File: src/fcm_pkg.sv
// Shared constants, types and opcode decode for the float convert / multiply-accumulate datapath
// Functional notes
// RQ1 - Memory int-to-float result lands after delay slot
// RQ2 - Delay slot never touches conversion destination
// RQ3 - Decode register int-to-float opcode and fields
// RQ4 - Source register taken as signed 32-bit
// RQ5 - Memory int-to-float converts fetched signed word
// RQ6 - Conversions leave every status flag untouched
// RQ7 - Product to chosen register, reg3 += reg2
// RQ8 - Decode multiply with parallel add opcode
// RQ9 - Product destination must not be register three
// RQ10 - Either op sets latched underflow or overflow
// RQ11 - Multiply and add both take two cycles
// RQ12 - Delay slot avoids both pair destinations
// RQ13 - Accumulate, multiply and memory load together
// RQ14 - Decode multiply-accumulate with load opcode
// RQ15 - Load destination differs from reg3 and product
// RQ16 - Add or multiply sets latched range flags
// RQ17 - Loaded word sets negative and zero flags
// RQ18 - Accumulate two cycles, load one cycle
// RQ19 - Delay slot avoids reg3 and product destination
// RQ20 - Register fields pick one of eight registers
// RQ21 - Wide integers round per current rounding mode
package fcm_pkg;
	localparam int unsigned          NUM_REGS       = 8;
	localparam logic [31:0]          REG_RESET      = 32'h0000_0000;
	localparam logic                 FLAG_RESET     = 1'b0;
	localparam logic [2:0]           REG_ACC        = 3'h3;
	localparam logic [2:0]           REG_ADDEND     = 3'h2;
	localparam logic [15:0]          OP_CVT_REG_LSW = 16'he689;
	localparam logic [9:0]           OP_CVT_REG_MSW = 10'h000;
	localparam logic [15:0]          OP_CVT_MEM_LSW = 16'he288;
	localparam logic [4:0]           OP_CVT_MEM_MSW = 5'h00;
	localparam logic [13:0]          OP_MPAR_LSW    = 14'h39d0;
	localparam logic [11:0]          OP_MLD_LSW     = 12'he33;
	localparam logic signed [10:0]   EXP_MAX        = 11'sh0ff;
	localparam logic signed [10:0]   EXP_INT_TOP    = 11'sh09e;
	localparam logic signed [10:0]   EXP_MUL_BIAS   = 11'sh07e;

	typedef enum logic [2:0] {
		FCM_NONE    = 3'b000,
		FCM_CVT_REG = 3'b001,
		FCM_CVT_MEM = 3'b010,
		FCM_MAC_PAR = 3'b011,
		FCM_MAC_LD  = 3'b100
	} fcm_kind_t;

	typedef struct packed {
		fcm_kind_t  kind;
		logic [2:0] a;
		logic [2:0] b;
		logic [2:0] d;
		logic [2:0] e;
		logic [2:0] f;
	} fcm_dec_t;

	// Splits an instruction word pair into its kind and three-bit register fields
	function automatic fcm_dec_t fcm_decode(input logic [15:0] lsw, input logic [15:0] msw);
		fcm_dec_t r;
		r.kind = FCM_NONE;
		r.a    = msw[2:0];
		r.b    = msw[5:3];
		r.d    = msw[11:9];
		r.e    = msw[14:12];
		r.f    = {lsw[1:0], msw[15]};
		if (lsw == OP_CVT_REG_LSW && msw[15:6] == OP_CVT_REG_MSW) begin  // see RQ3
			r.kind = FCM_CVT_REG;
		end else if (lsw == OP_CVT_MEM_LSW && msw[15:11] == OP_CVT_MEM_MSW) begin
			r.kind = FCM_CVT_MEM;
			r.a    = msw[10:8];
		end else if (lsw[15:2] == OP_MPAR_LSW) begin  // see RQ8
			r.kind = FCM_MAC_PAR;
		end else if (lsw[15:4] == OP_MLD_LSW) begin  // see RQ14
			r.kind = FCM_MAC_LD;
			r.f    = lsw[3:1];
			r.e    = {lsw[0], msw[15:14]};
			r.d    = msw[13:11];
			r.a    = msw[10:8];
		end
		return r;
	endfunction : fcm_decode
endpackage : fcm_pkg

File: src/fcm_if.sv
// Issue link between the host core and the float datapath
`timescale 1ns/1ns
`default_nettype none
interface fcm_if;
	logic        issue_valid;
	logic [15:0] issue_lsw;
	logic [15:0] issue_msw;
	logic [31:0] issue_mem;
	logic        round_zero;

	modport host (
		output issue_valid,
		output issue_lsw,
		output issue_msw,
		output issue_mem,
		output round_zero
	);

	modport device (
		input issue_valid,
		input issue_lsw,
		input issue_msw,
		input issue_mem,
		input round_zero
	);
endinterface : fcm_if
`default_nettype wire

File: src/fcm_device.sv
// Device end: decode, two-stage float arithmetic, register file and status flags
`timescale 1ns/1ns
`default_nettype none
module fcm_device (
	input  wire logic        i_clk,
	input  wire logic        i_rst_b,
	fcm_if.device            link,
	input  wire logic [2:0]  i_rd_sel,
	output logic      [31:0] o_rd_data,
	output logic             o_test_result_flag,
	output logic             o_integer_zero_flag,
	output logic             o_integer_negative_flag,
	output logic             o_float_zero_flag,
	output logic             o_float_negative_flag,
	output logic             o_latched_underflow_flag,
	output logic             o_latched_overflow_flag
);
	// Result word layout: {underflow, overflow, value[31:0]}
	function automatic logic [33:0] round_pack(
		input logic              s,
		input logic signed [10:0] e,
		input logic [26:0]       m,
		input logic              rz
	);
		logic [24:0]        r;
		logic signed [10:0] ee;
		logic               up;
		// Nearest-even unless truncation is selected
		up = !rz && m[2] && (m[3] | m[1] | m[0]);  // see RQ21
		r  = {1'b0, m[26:3]} + {24'h000000, up};
		ee = r[24] ? e + 11'sh001 : e;
		if (r[24]) begin
			r = r >> 1;
		end
		if (ee >= fcm_pkg::EXP_MAX) begin
			return {2'b01, s, rz ? 31'h7f7fffff : 31'h7f800000};
		end
		// Results below the normal range flush to zero
		if (ee <= 11'sh000) begin
			return {2'b10, s, 31'h00000000};
		end
		return {2'b00, s, ee[7:0], r[22:0]};
	endfunction : round_pack

	// Bit 49 of v weighs 2^(e - bias); shifts the leading one up before rounding
	function automatic logic [33:0] normalize(
		input logic              s,
		input logic signed [10:0] e,
		input logic [49:0]       v,
		input logic              rz
	);
		logic [5:0]  lz;
		logic [49:0] n;
		lz = 6'h00;
		for (int i = 0; i < 50; i++) begin
			if (v[i]) begin
				lz = 6'(49 - i);
			end
		end
		n = v << lz;
		if (v == 50'h0) begin
			return {2'b00, 32'h0000_0000};
		end
		return round_pack(s, e - $signed({5'h00, lz}), {n[49:24], |n[23:0]}, rz);
	endfunction : normalize

	function automatic logic [33:0] int_to_float(input logic [31:0] x, input logic rz);
		logic [31:0] mag;
		// Two's complement magnitude; the most negative word stays 2^31
		mag = x[31] ? 32'h0000_0000 - x : x;  // see RQ4
		return normalize(x[31], fcm_pkg::EXP_INT_TOP, {mag, 18'h00000}, rz);
	endfunction : int_to_float

	function automatic logic [33:0] float_mul(
		input logic [31:0] a,
		input logic [31:0] b,
		input logic        rz
	);
		logic               s;
		logic [47:0]        p;
		logic signed [10:0] e;
		s = a[31] ^ b[31];
		// Zero and subnormal operands give a signed zero
		if (a[30:23] == 8'h00 || b[30:23] == 8'h00) begin
			return {2'b00, s, 31'h00000000};
		end
		p = {1'b1, a[22:0]} * {1'b1, b[22:0]};
		e = $signed({3'h0, a[30:23]}) + $signed({3'h0, b[30:23]}) - fcm_pkg::EXP_MUL_BIAS;
		return normalize(s, e, {p, 2'b00}, rz);
	endfunction : float_mul

	function automatic logic [33:0] float_add(
		input logic [31:0] a,
		input logic [31:0] b,
		input logic        rz
	);
		logic [31:0]        x;
		logic [31:0]        y;
		logic [7:0]         d;
		logic [49:0]        vx;
		logic [49:0]        vy;
		logic [49:0]        vs;
		logic [49:0]        sum;
		logic               lost;
		logic signed [10:0] e;
		if (a[30:0] >= b[30:0]) begin
			x = a;
			y = b;
		end else begin
			x = b;
			y = a;
		end
		vx = (x[30:23] == 8'h00) ? 50'h0 : {2'b01, x[22:0], 25'h0000000};
		vy = (y[30:23] == 8'h00) ? 50'h0 : {2'b01, y[22:0], 25'h0000000};
		d  = x[30:23] - y[30:23];
		vs = (d > 8'h31) ? 50'h0 : vy >> d;
		// Bits shifted out of the smaller operand fold into a sticky bit
		lost = (vs << d) != vy;
		vs   = vs | {49'h0, lost};
		sum  = (x[31] == y[31]) ? vx + vs : vx - vs;
		e    = $signed({3'h0, x[30:23]}) + 11'sh001;
		return normalize(x[31], e, sum, rz);
	endfunction : float_add

	logic [31:0] regs [fcm_pkg::NUM_REGS];

	// Issue-stage decode
	fcm_pkg::fcm_dec_t dec;
	wire logic         is_cvt;
	wire logic         is_mac;
	wire logic         is_load;
	wire logic [31:0]  load_word;
	wire logic [31:0]  src_x;

	assign dec       = fcm_pkg::fcm_decode(link.issue_lsw, link.issue_msw);
	assign is_cvt    = link.issue_valid && (dec.kind == fcm_pkg::FCM_CVT_REG
		|| dec.kind == fcm_pkg::FCM_CVT_MEM);
	assign is_mac    = link.issue_valid && (dec.kind == fcm_pkg::FCM_MAC_PAR
		|| dec.kind == fcm_pkg::FCM_MAC_LD);
	assign is_load   = link.issue_valid && dec.kind == fcm_pkg::FCM_MAC_LD;
	assign load_word = link.issue_mem;
	// Register source, memory word, or first multiplier source; fields are 3-bit indexes
	assign src_x     = (dec.kind == fcm_pkg::FCM_CVT_MEM) ? link.issue_mem :  // see RQ5
		(dec.kind == fcm_pkg::FCM_CVT_REG) ? regs[dec.b] : regs[dec.e];  // see RQ20

	// Execute stage: operands captured at issue, results written one edge later
	logic        p_cvt;
	logic        p_mac;
	logic [2:0]  p_dst;
	logic [31:0] p_x;
	logic [31:0] p_y;
	logic [31:0] p_acc;
	logic [31:0] p_add;
	logic        p_rz;

	always_ff @(posedge i_clk or negedge i_rst_b) begin
		if (!i_rst_b) begin
			p_cvt <= 1'b0;
			p_mac <= 1'b0;
		end else begin
			p_cvt <= is_cvt;  // see RQ1
			p_mac <= is_mac;  // see RQ11 RQ18
		end
	end

	always_ff @(posedge i_clk or negedge i_rst_b) begin
		if (!i_rst_b) begin
			p_dst <= 3'h0;
			p_x   <= fcm_pkg::REG_RESET;
			p_y   <= fcm_pkg::REG_RESET;
			p_acc <= fcm_pkg::REG_RESET;
			p_add <= fcm_pkg::REG_RESET;
			p_rz  <= 1'b0;
		end else if (is_cvt || is_mac) begin
			p_dst <= is_cvt ? dec.a : dec.d;
			p_x   <= src_x;
			p_y   <= regs[dec.f];
			p_acc <= regs[fcm_pkg::REG_ACC];
			p_add <= regs[fcm_pkg::REG_ADDEND];
			p_rz  <= link.round_zero;
		end
	end

	wire logic [33:0] cvt_res;
	wire logic [33:0] mul_res;
	wire logic [33:0] add_res;

	assign cvt_res = int_to_float(p_x, p_rz);
	assign mul_res = float_mul(p_x, p_y, p_rz);
	assign add_res = float_add(p_acc, p_add, p_rz);

	// Writeback; the one-cycle load is newest, so it is applied last
	always_ff @(posedge i_clk or negedge i_rst_b) begin
		if (!i_rst_b) begin
			for (int i = 0; i < fcm_pkg::NUM_REGS; i++) begin
				regs[i] <= fcm_pkg::REG_RESET;
			end
		end else begin
			if (p_cvt) begin
				regs[p_dst] <= cvt_res[31:0];
			end
			if (p_mac) begin
				regs[p_dst]            <= mul_res[31:0];  // see RQ7
				regs[fcm_pkg::REG_ACC] <= add_res[31:0];  // see RQ7
			end
			if (is_load) begin
				regs[dec.a] <= load_word;  // see RQ13 RQ18
			end
		end
	end

	// Range flags only ever set here; conversions never reach them
	always_ff @(posedge i_clk or negedge i_rst_b) begin
		if (!i_rst_b) begin
			o_latched_underflow_flag <= fcm_pkg::FLAG_RESET;
			o_latched_overflow_flag  <= fcm_pkg::FLAG_RESET;
		end else if (p_mac) begin  // see RQ6
			o_latched_underflow_flag <= o_latched_underflow_flag
				| mul_res[33] | add_res[33];  // see RQ10 RQ16
			o_latched_overflow_flag  <= o_latched_overflow_flag
				| mul_res[32] | add_res[32];  // see RQ10 RQ16
		end
	end

	always_ff @(posedge i_clk or negedge i_rst_b) begin
		if (!i_rst_b) begin
			o_float_negative_flag   <= fcm_pkg::FLAG_RESET;
			o_float_zero_flag       <= fcm_pkg::FLAG_RESET;
			o_integer_negative_flag <= fcm_pkg::FLAG_RESET;
			o_integer_zero_flag     <= fcm_pkg::FLAG_RESET;
		end else if (is_load) begin
			o_float_negative_flag   <= load_word[31] && (load_word[30:23] != 8'h00);  // see RQ17
			o_float_zero_flag       <= load_word[30:23] == 8'h00;  // see RQ17
			o_integer_negative_flag <= load_word[31];  // see RQ17
			o_integer_zero_flag     <= load_word == 32'h0000_0000;  // see RQ17
		end
	end

	always_ff @(posedge i_clk or negedge i_rst_b) begin
		if (!i_rst_b) begin
			o_test_result_flag <= fcm_pkg::FLAG_RESET;
			o_rd_data          <= fcm_pkg::REG_RESET;
		end else begin
			o_test_result_flag <= o_test_result_flag;
			o_rd_data          <= regs[i_rd_sel];
		end
	end
endmodule : fcm_device
`default_nettype wire

File: src/flat_wrapper.sv
// flat-port wrapper written by rule: the top's interface ports become plain ports
module fcm_device_flat 
  (i_clk, i_rst_b, i_rd_sel, o_rd_data, o_test_result_flag, o_integer_zero_flag, o_integer_negative_flag, o_float_zero_flag, o_float_negative_flag, o_latched_underflow_flag, o_latched_overflow_flag, link_issue_valid, link_issue_lsw, link_issue_msw, link_issue_mem, link_round_zero);
  fcm_if link_i ();
  input  wire logic i_clk;
  input  wire logic i_rst_b;
  input  wire logic [2:0] i_rd_sel;
  output logic      [31:0] o_rd_data;
  output logic o_test_result_flag;
  output logic o_integer_zero_flag;
  output logic o_integer_negative_flag;
  output logic o_float_zero_flag;
  output logic o_float_negative_flag;
  output logic o_latched_underflow_flag;
  output logic o_latched_overflow_flag;
  input wire logic [$bits(link_i.issue_valid)-1:0] link_issue_valid;
  input wire logic [$bits(link_i.issue_lsw)-1:0] link_issue_lsw;
  input wire logic [$bits(link_i.issue_msw)-1:0] link_issue_msw;
  input wire logic [$bits(link_i.issue_mem)-1:0] link_issue_mem;
  input wire logic [$bits(link_i.round_zero)-1:0] link_round_zero;
  assign link_i.issue_valid = link_issue_valid;
  assign link_i.issue_lsw = link_issue_lsw;
  assign link_i.issue_msw = link_issue_msw;
  assign link_i.issue_mem = link_issue_mem;
  assign link_i.round_zero = link_round_zero;
  fcm_device u_core (.i_clk(i_clk), .i_rst_b(i_rst_b), .link(link_i), .i_rd_sel(i_rd_sel), .o_rd_data(o_rd_data), .o_test_result_flag(o_test_result_flag), .o_integer_zero_flag(o_integer_zero_flag), .o_integer_negative_flag(o_integer_negative_flag), .o_float_zero_flag(o_float_zero_flag), .o_float_negative_flag(o_float_negative_flag), .o_latched_underflow_flag(o_latched_underflow_flag), .o_latched_overflow_flag(o_latched_overflow_flag));
endmodule
File: config.mk
export PLATFORM = sky130hd
export DESIGN_NAME = fcm_device_flat
export DESIGN_NICKNAME = d
export VERILOG_FILES = /design/src/fcm_pkg.sv /design/src/fcm_if.sv /design/src/fcm_device.sv /design/src/flat_wrapper.sv
export SDC_FILE = /design/constraint.sdc
export NUM_CORES = 2
export LEC_CHECK = 0
export BUFFER_PORTS_ARGS = -buffer_cell sky130_fd_sc_hd__buf_2
export CAP_MARGIN = 20
export CELL_PAD_IN_SITES_DETAIL_PLACEMENT = 1
export CELL_PAD_IN_SITES_GLOBAL_PLACEMENT = 1
export CORE_AREA = 2 2 420 422
export CTS_BUF_LIST = sky130_fd_sc_hd__clkbuf_8
export DETAILED_ROUTE_END_ITERATION = 7
export DIE_AREA = 0 0 422 424
export PLACE_DENSITY_LB_ADDON = 0.1
export SLEW_MARGIN = 20
export SYNTH_ARGS = -nofsm -noshare
export SYNTH_HDL_FRONTEND = slang
export SYNTH_SLANG_ARGS = --single-unit
File: constraint.sdc
create_clock -name i_clk -period 28.2 [get_ports i_clk]
set_input_delay 0 -clock i_clk [delete_from_list [all_inputs] [get_ports i_clk]]
set_output_delay 0 -clock i_clk [all_outputs]
set_load 0.005 [all_outputs]
After elaboration in Yosys (flattened, before gate mapping)
Index checks and enable logic that the tools add are counted.
{"block": "classes", "addsub": 16, "order_cmp": 16, "mul": 1, "shift": 5, "reduce_logical": 34, "n_eq_ne": 10, "bitwise_logic": 18, "n_mux": 222}
{"operator": "$bwmux W256", "count": 3}
{"operator": "$mux W256", "count": 3}
{"operator": "$mux W32", "count": 21}
{"operator": "$mux W6", "count": 101}
{"operator": "$mux W34", "count": 14}
{"operator": "$bmux W32 S3", "count": 4}
{"operator": "$demux W32 S3", "count": 2}
{"operator": "$mux W5", "count": 32}
{"operator": "$mux W50", "count": 2}
{"operator": "$shl A50 B6 Y50", "count": 2}
{"operator": "$mux W49", "count": 2}
{"operator": "$add A24 B1 Y25", "count": 3}
{"operator": "$reduce_or A24 Y1", "count": 3}
{"operator": "$mux W23", "count": 3}
{"operator": "$logic_not A32 Y1", "count": 2}
{"operator": "$add A50 B50 Y50", "count": 1}
{"operator": "$logic_not A50 Y1", "count": 1}
{"operator": "$ne A50 B50 Y1", "count": 1}
{"operator": "$or A50 B1 Y50", "count": 1}
{"operator": "$shl A50 B5 Y50", "count": 1}
{"operator": "$shl A50 B8 Y50", "count": 1}
{"operator": "$shr A50 B8 Y50", "count": 1}
{"operator": "$sub A50 B50 Y50", "count": 1}
{"operator": "$logic_not A48 Y1", "count": 1}
{"operator": "37 further kinds", "count": 116}
{"block": "totals", "output_inout_bits": 39, "input_bits": 71, "reg_bits": 428, "word_cells": 345}

Longest topological paths before layout
{"block": "depth", "depth_word": 78, "depth_mapped": 95, "depth_no_buf": 75}

Worst setup path before layout
Ideal clock, no wire load.
{"block": "synth_timing", "path_kind": "reg-to-reg", "startpoint": "register u_core.p_acc[29]", "endpoint": "register u_core.regs[129] in the netlist's numbering", "slack_ns": 8.987, "path_buffers": 19, "synth_period_minus_slack_ns": 19.213, "setup_ns": 0.126, "t_arrival_ns": 19.087, "t_required_ns": 28.074, "path_stages_with_launch": 83, "cell_sequence": "dfrtp_1 > ha_1 > buf_4 > nand4_2 > nor4_4 > a32oi_1 > and3b_1 > buf_6 > nand2_2 > buf_2 > buf_2 > clkbuf_1 > buf_1 > clkbuf_1 > buf_1 > clkbuf_1 > buf_1 > mux2_2 > [47 not listed] > buf_6 > mux2_1 > nor2_1 > a211oi_1 > o221a_2 > nor2_1 > ha_1 > and3_1 > nand3_1 > nor4_2 > nand4bb_1 > buf_2 > or2_1 > buf_6 > nor4_4 > nor4_4 > nor3b_4 > a311o_1"}
{"block": "synth_between", "elab_chain_cells": 77, "word_cells_on_any_way": 96, "cone_classes": "7 x add/sub; 4 x order compare; 2 x eq/ne; 3 x shift; 71 x mux; 3 x bitwise; 6 x reduce/logical"}
{"item": "start: declaration", "line": "fcm_device.sv:152", "source": "logic [31:0] p_acc;"}
{"item": "start signal: assignment", "line": "fcm_device.sv:171", "source": "p_acc <= fcm_pkg::REG_RESET;"}
{"item": "start signal: assignment", "line": "fcm_device.sv:178", "source": "p_acc <= regs[fcm_pkg::REG_ACC];"}
{"item": "parallel branches: the longest is 73 deep, another holds $sub A50 B50 Y50"}
{"item": "$mux W34 (*)", "line": "fcm_device.sv:64", "source": "return round_pack(s, e - $signed({5'h00, lz}), {n[49:24], |n[23:0]}, rz);"}
{"item": "$mux W256 (*)", "line": "fcm_device.sv:202", "source": "if (p_mac) begin"}
{"item": "$bwmux W256", "line": "fcm_device.sv:207", "source": "regs[dec.a] <= load_word;"}
{"item": "$mux W256 (*)", "line": "fcm_device.sv:206", "source": "if (is_load) begin"}
{"item": "end signal: indexed assignment", "line": "fcm_device.sv:203", "source": "regs[p_dst] <= mul_res[31:0];"}
{"item": "end signal: indexed assignment", "line": "fcm_device.sv:204", "source": "regs[fcm_pkg::REG_ACC] <= add_res[31:0];"}
{"item": "end signal: indexed assignment", "line": "fcm_device.sv:207"}
{"item": "end: declaration", "line": "fcm_device.sv:125", "source": "logic [31:0] regs [fcm_pkg::NUM_REGS];"}
Mark *: on every way between the ends. The select of a mux whose other input is x is not followed.
A chain may end at the register's enable or synchronous reset.

Final worst setup path
{"block": "layout_timing", "startpoint": "register u_core.p_add[25]", "endpoint": "register u_core.regs[139] in the netlist's numbering"}
{"block": "layout_between", "elab_chain_cells": 77, "word_cells_on_any_way": 96, "cone_classes": "7 x add/sub; 4 x order compare; 2 x eq/ne; 3 x shift; 71 x mux; 3 x bitwise; 6 x reduce/logical"}
{"item": "start: declaration", "line": "fcm_device.sv:153", "source": "logic [31:0] p_add;"}
{"item": "start signal: assignment", "line": "fcm_device.sv:172", "source": "p_add <= fcm_pkg::REG_RESET;"}
{"item": "start signal: assignment", "line": "fcm_device.sv:179", "source": "p_add <= regs[fcm_pkg::REG_ADDEND];"}
{"item": "parallel branches: the longest is 73 deep, another holds $sub A50 B50 Y50"}
{"item": "$mux W34 (*)", "line": "fcm_device.sv:64"}
{"item": "$mux W256 (*)", "line": "fcm_device.sv:202"}
{"item": "$bwmux W256", "line": "fcm_device.sv:207"}
{"item": "$mux W256 (*)", "line": "fcm_device.sv:206"}
Marks and branches as above.

==> flow_summary.json <==
{
  "insertion_delay_ns": 0.80,
  "clkTransAtPathRegs_ns": 0.06,
  "fp.dieH_um": 424,
  "min-delay-start": "link_issue_lsw[1]",
  "p_leak_nw": 33.0,
  "end_kind": "flop",
  "first_pass_iters": 6,
  "cts_root_buf": "clkbuf_8",
  "grt_pass1_vias": 88800,
  "critPathMaxStageDelay_ns": 0.87,
  "ctsResizeCount": 0,
  "cts.path.max_buffers": 3,
  "crit_path_start_kind": "flop",
  "tritoncts": "yes",
  "setup_viol": 0,
  "track_usage_pct": 50.2,
  "numPortBuffers": 108,
  "synth_compound_area_share_pct": 23.4,
  "path_common_cell": "o21ai_0",
  "vias": 89200,
  "syn_area_mm2": 0.0779,
  "initial_core_util_pct": 44.5,
  "ir_drop_mv": 0.0450,
  "htree_levels": 3,
  "cpLargestDelayFamily": "compound AO/OA/AOI/OAI gates",
  "synth_cell_types": 138,
  "cp_num_buf_inv": 9,
  "startpoint": "u_core.p_add[25]",
  "drc": 0,
  "synth_top_family_by_area": "compound AO/OA/AOI/OAI gates",
  "ant_nets": 0,
  "synthArstFlopShare_pct": 100,
  "period_share_pct": 85.9,
  "top_usage_layer": "met2",
  "drive_gt1_share_pct": 12.3,
  "gr-usage-met1_pct": 63.2,
  "tightest_slew_ns": 1.41,
  "yosys.area_share.xor_xnor_pct": 3.02,
  "antenna_found_initial": 53,
  "clkSinkCount": 428,
  "nets": 10500,
  "hold_path.class": "primary input to flop",
  "grt_pass1_wl_um": 654000,
  "slew_violations": 0,
  "numCtsBuffers": 81,
  "cts_setup_buffers": 0,
  "place_congestion": 1.09,
  "ys_ff_latch": 428,
  "synthCells": 9929,
  "wl_per_cell_um": 38.2,
  "setup_tns_ns": 0,
  "skew_ns": 0.0450,
  "cp_slowest_cell": "o32ai_2",
  "wl_um": 463000,
  "yosys.area_share.simple_pct": 22.3,
  "synth_warnings": 0,
  "rows": 154,
  "synth-edff-count": 0,
  "cp_max_fo": 51,
  "max_freq_ghz": 0.0413,
  "finalCriticalPeriod_ns": 24.23,
  "grt_use_met3_pct": 22.4,
  "grt_util_met2_pct": 69.9,
  "reg2reg_from": "u_core.p_add[25]",
  "crit_required_ns": 28.78,
  "fp.coreArea_mm2": 0.175,
  "critPathKind": "flop to flop",
  "dieArea_mm2": 0.179,
  "status": "completed",
  "dpl.hpwl_um": 345000,
  "relSlewSlack_pct": 4.77,
  "synth_ff_type": "dfrtp_1",
  "fin_total_pwr_mw": 1.82,
  "via_per_inst": 7.35,
  "synth.avg_cell_area_um2": 7.85,
  "ios": 110,
  "grt_max_degree": 101,
  "hold_violations": 0,
  "synthMuxAreaShare_pct": 13.0,
  "die_w_um": 422,
  "syn_to_final_growth_pct": 6.88,
  "drv_cap": 0,
  "powerDensity_mw_per_mm2": 21.8,
  "drt_iter0_markers": 13900,
  "crit_arrival_ns": 24.81,
  "synth_fa_ha_area_share_pct": 16.8,
  "ys_seq_area_share_pct": 13.7,
  "syn_nets": 10800,
  "overflow": 0,
  "rsz0062_at_grt": "no"
}
==> synth_stat cells (47+ instances only) <==
master	n	area share [%]
a211oi_1	156	1.5
o221ai_1	58	0.65
nor2_1	884	4.3
nand4_1	81	0.65
o22ai_1	60	0.48
and3_1	67	0.54
xnor2_1	169	1.9
a21o_1	69	0.66
buf_1	114	0.55
mux4_2	264	7.6
nor3_1	238	1.5
inv_1	710	3.4
a221oi_1	81	0.91
dfrtp_1	428	14
o211ai_1	119	1.1
nand3_1	309	2.0
nor4_1	78	0.63
fa_1	486	12
buf_2	90	0.58
a21oi_1	703	4.5
mux2i_1	266	3.4
or2_2	52	0.42
o21ai_1	50	0.32
nand2_1	1029	5.0
xor2_1	100	1.1
o31ai_1	74	0.71
a22oi_1	56	0.54
nand2b_1	47	0.38
or3_1	67	0.54
and2_1	542	4.4
clkbuf_1	529	2.5
o21a_1	54	0.52
mux2_2	129	1.9
ha_1	269	4.3
o21ai_0	540	3.5
a31oi_1	165	1.3
==> worst paths after layout <==
path                                                   end  slack (ns)  cells past startpoint
worst max-delay path                      u_core.regs[139]        3.97                     68
worst min-delay path                        u_core.p_y[30]        0.06                      5
worst max register to register            u_core.regs[139]        3.97                     68
worst min register to register  u_core.o_integer_zero_flag        0.51                      2
max in group asynchronous                 u_core.regs[253]       25.91                      5
min in group asynchronous                 u_core.regs[164]        0.20                      3
==> sequential cells by signal, summed over array words and instances, names as in the netlist <==
register and flops:
u_core.regs 256, u_core.o_rd_data 32, u_core.p_acc 32, u_core.p_add 32
u_core.p_x 32, u_core.p_y 32, u_core.p_dst 3, u_core.o_float_negative_flag 1
u_core.o_float_zero_flag 1, u_core.o_integer_negative_flag 1, u_core.o_integer_zero_flag 1, u_core.o_latched_overflow_flag 1
u_core.o_latched_underflow_flag 1, u_core.p_cvt 1, u_core.p_mac 1, u_core.p_rz 1
==> cell families after synthesis <==
family                   after synthesis
AO/OA/AOI/OAI                       2731
XOR/XNOR                             269
adder cells (fa/ha/maj)              755
buffers and inverters               1494
flip-flops                           428
multiplexers                         663
other                                  1
AND/OR/NAND/NOR                     3588
==> cell usage in the layout (no fill, tap or decap), drive strengths merged, types with 58 or more instances in the layout <==
cell,instances
a21oi,710
inv,742
o21ai,596
clkbuf,106
a31oi,169
o211ai,120
a21o,69
mux2i,267
buf,411
and2,544
ha,269
nand4,84
dfrtp,428
mux2,132
o221ai,58
xor2,100
and3,67
nor2,889
nand3,312
nor3,242
mux4,264
a211oi,162
xnor2,169
or3,69
a221oi,83
nand2,1031
o31ai,80
fa,486
nor4,85
o22ai,61
==> worst register-to-register path: cells and delay by family, from the launching register on <==
kind / cells / cell delay [ns]
XOR/XNOR: 2 / 0.91
flip-flops: 1 / 0.42
adder cells (fa/ha/maj): 4 / 1.80
AO/OA/AOI/OAI: 29 / 9.26
multiplexers: 3 / 0.88
AND/OR/NAND/NOR: 21 / 8.10
buffers and inverters: 9 / 2.67
==> per-stage QoR <==
stage	setup slack [ns]	cells	area [µm²]	utilization, %	hold WS (ns)
finish	3.97	12100	83300	47.6	0.0606
global route	2.69	12100	83200	47.6	0.0856
CTS	4.67	12100	83000	47.4	0.0505
detailed placement	4.74	11900	80800	46.2	0.113
global placement	5.13	11900	80800	46.2	0.108
floorplan	8.99	9929	77900	-	-0.296
==> what timing repair did <==
item	CTS	global route
setup endpoints to repair	0	0
hold endpoints to repair	371	0
hold buffers	52	0
==> layout make-up <==
class	count	area, µm²
fillers	21300	91700
multi-input cells	8007	61800
flip-flops and latches	428	10700
repair buffers	469	3480
well taps	2340	2930
inverters	718	2700
clock buffers	99	1360
clock inverters	41	240
diodes	26	65.1
==> power by group <==
group / leakage [nW] / switching [mW] / internal [mW]
Clock: 0.918 / 0.328 / 0.327
Sequential: 4.66 / 0.00910 / 0.620
Combinational: 27.4 / 0.378 / 0.155
Total: 33.0 / 0.715 / 1.10
==> per-layer routing <==
metal	up-vias	share of wire, %
met5	-	0.12
met4	60	7.5
met3	1887	15
met2	6983	40
met1	44900	37
li1	35300	-
Power figures use the tool's default switching activity.
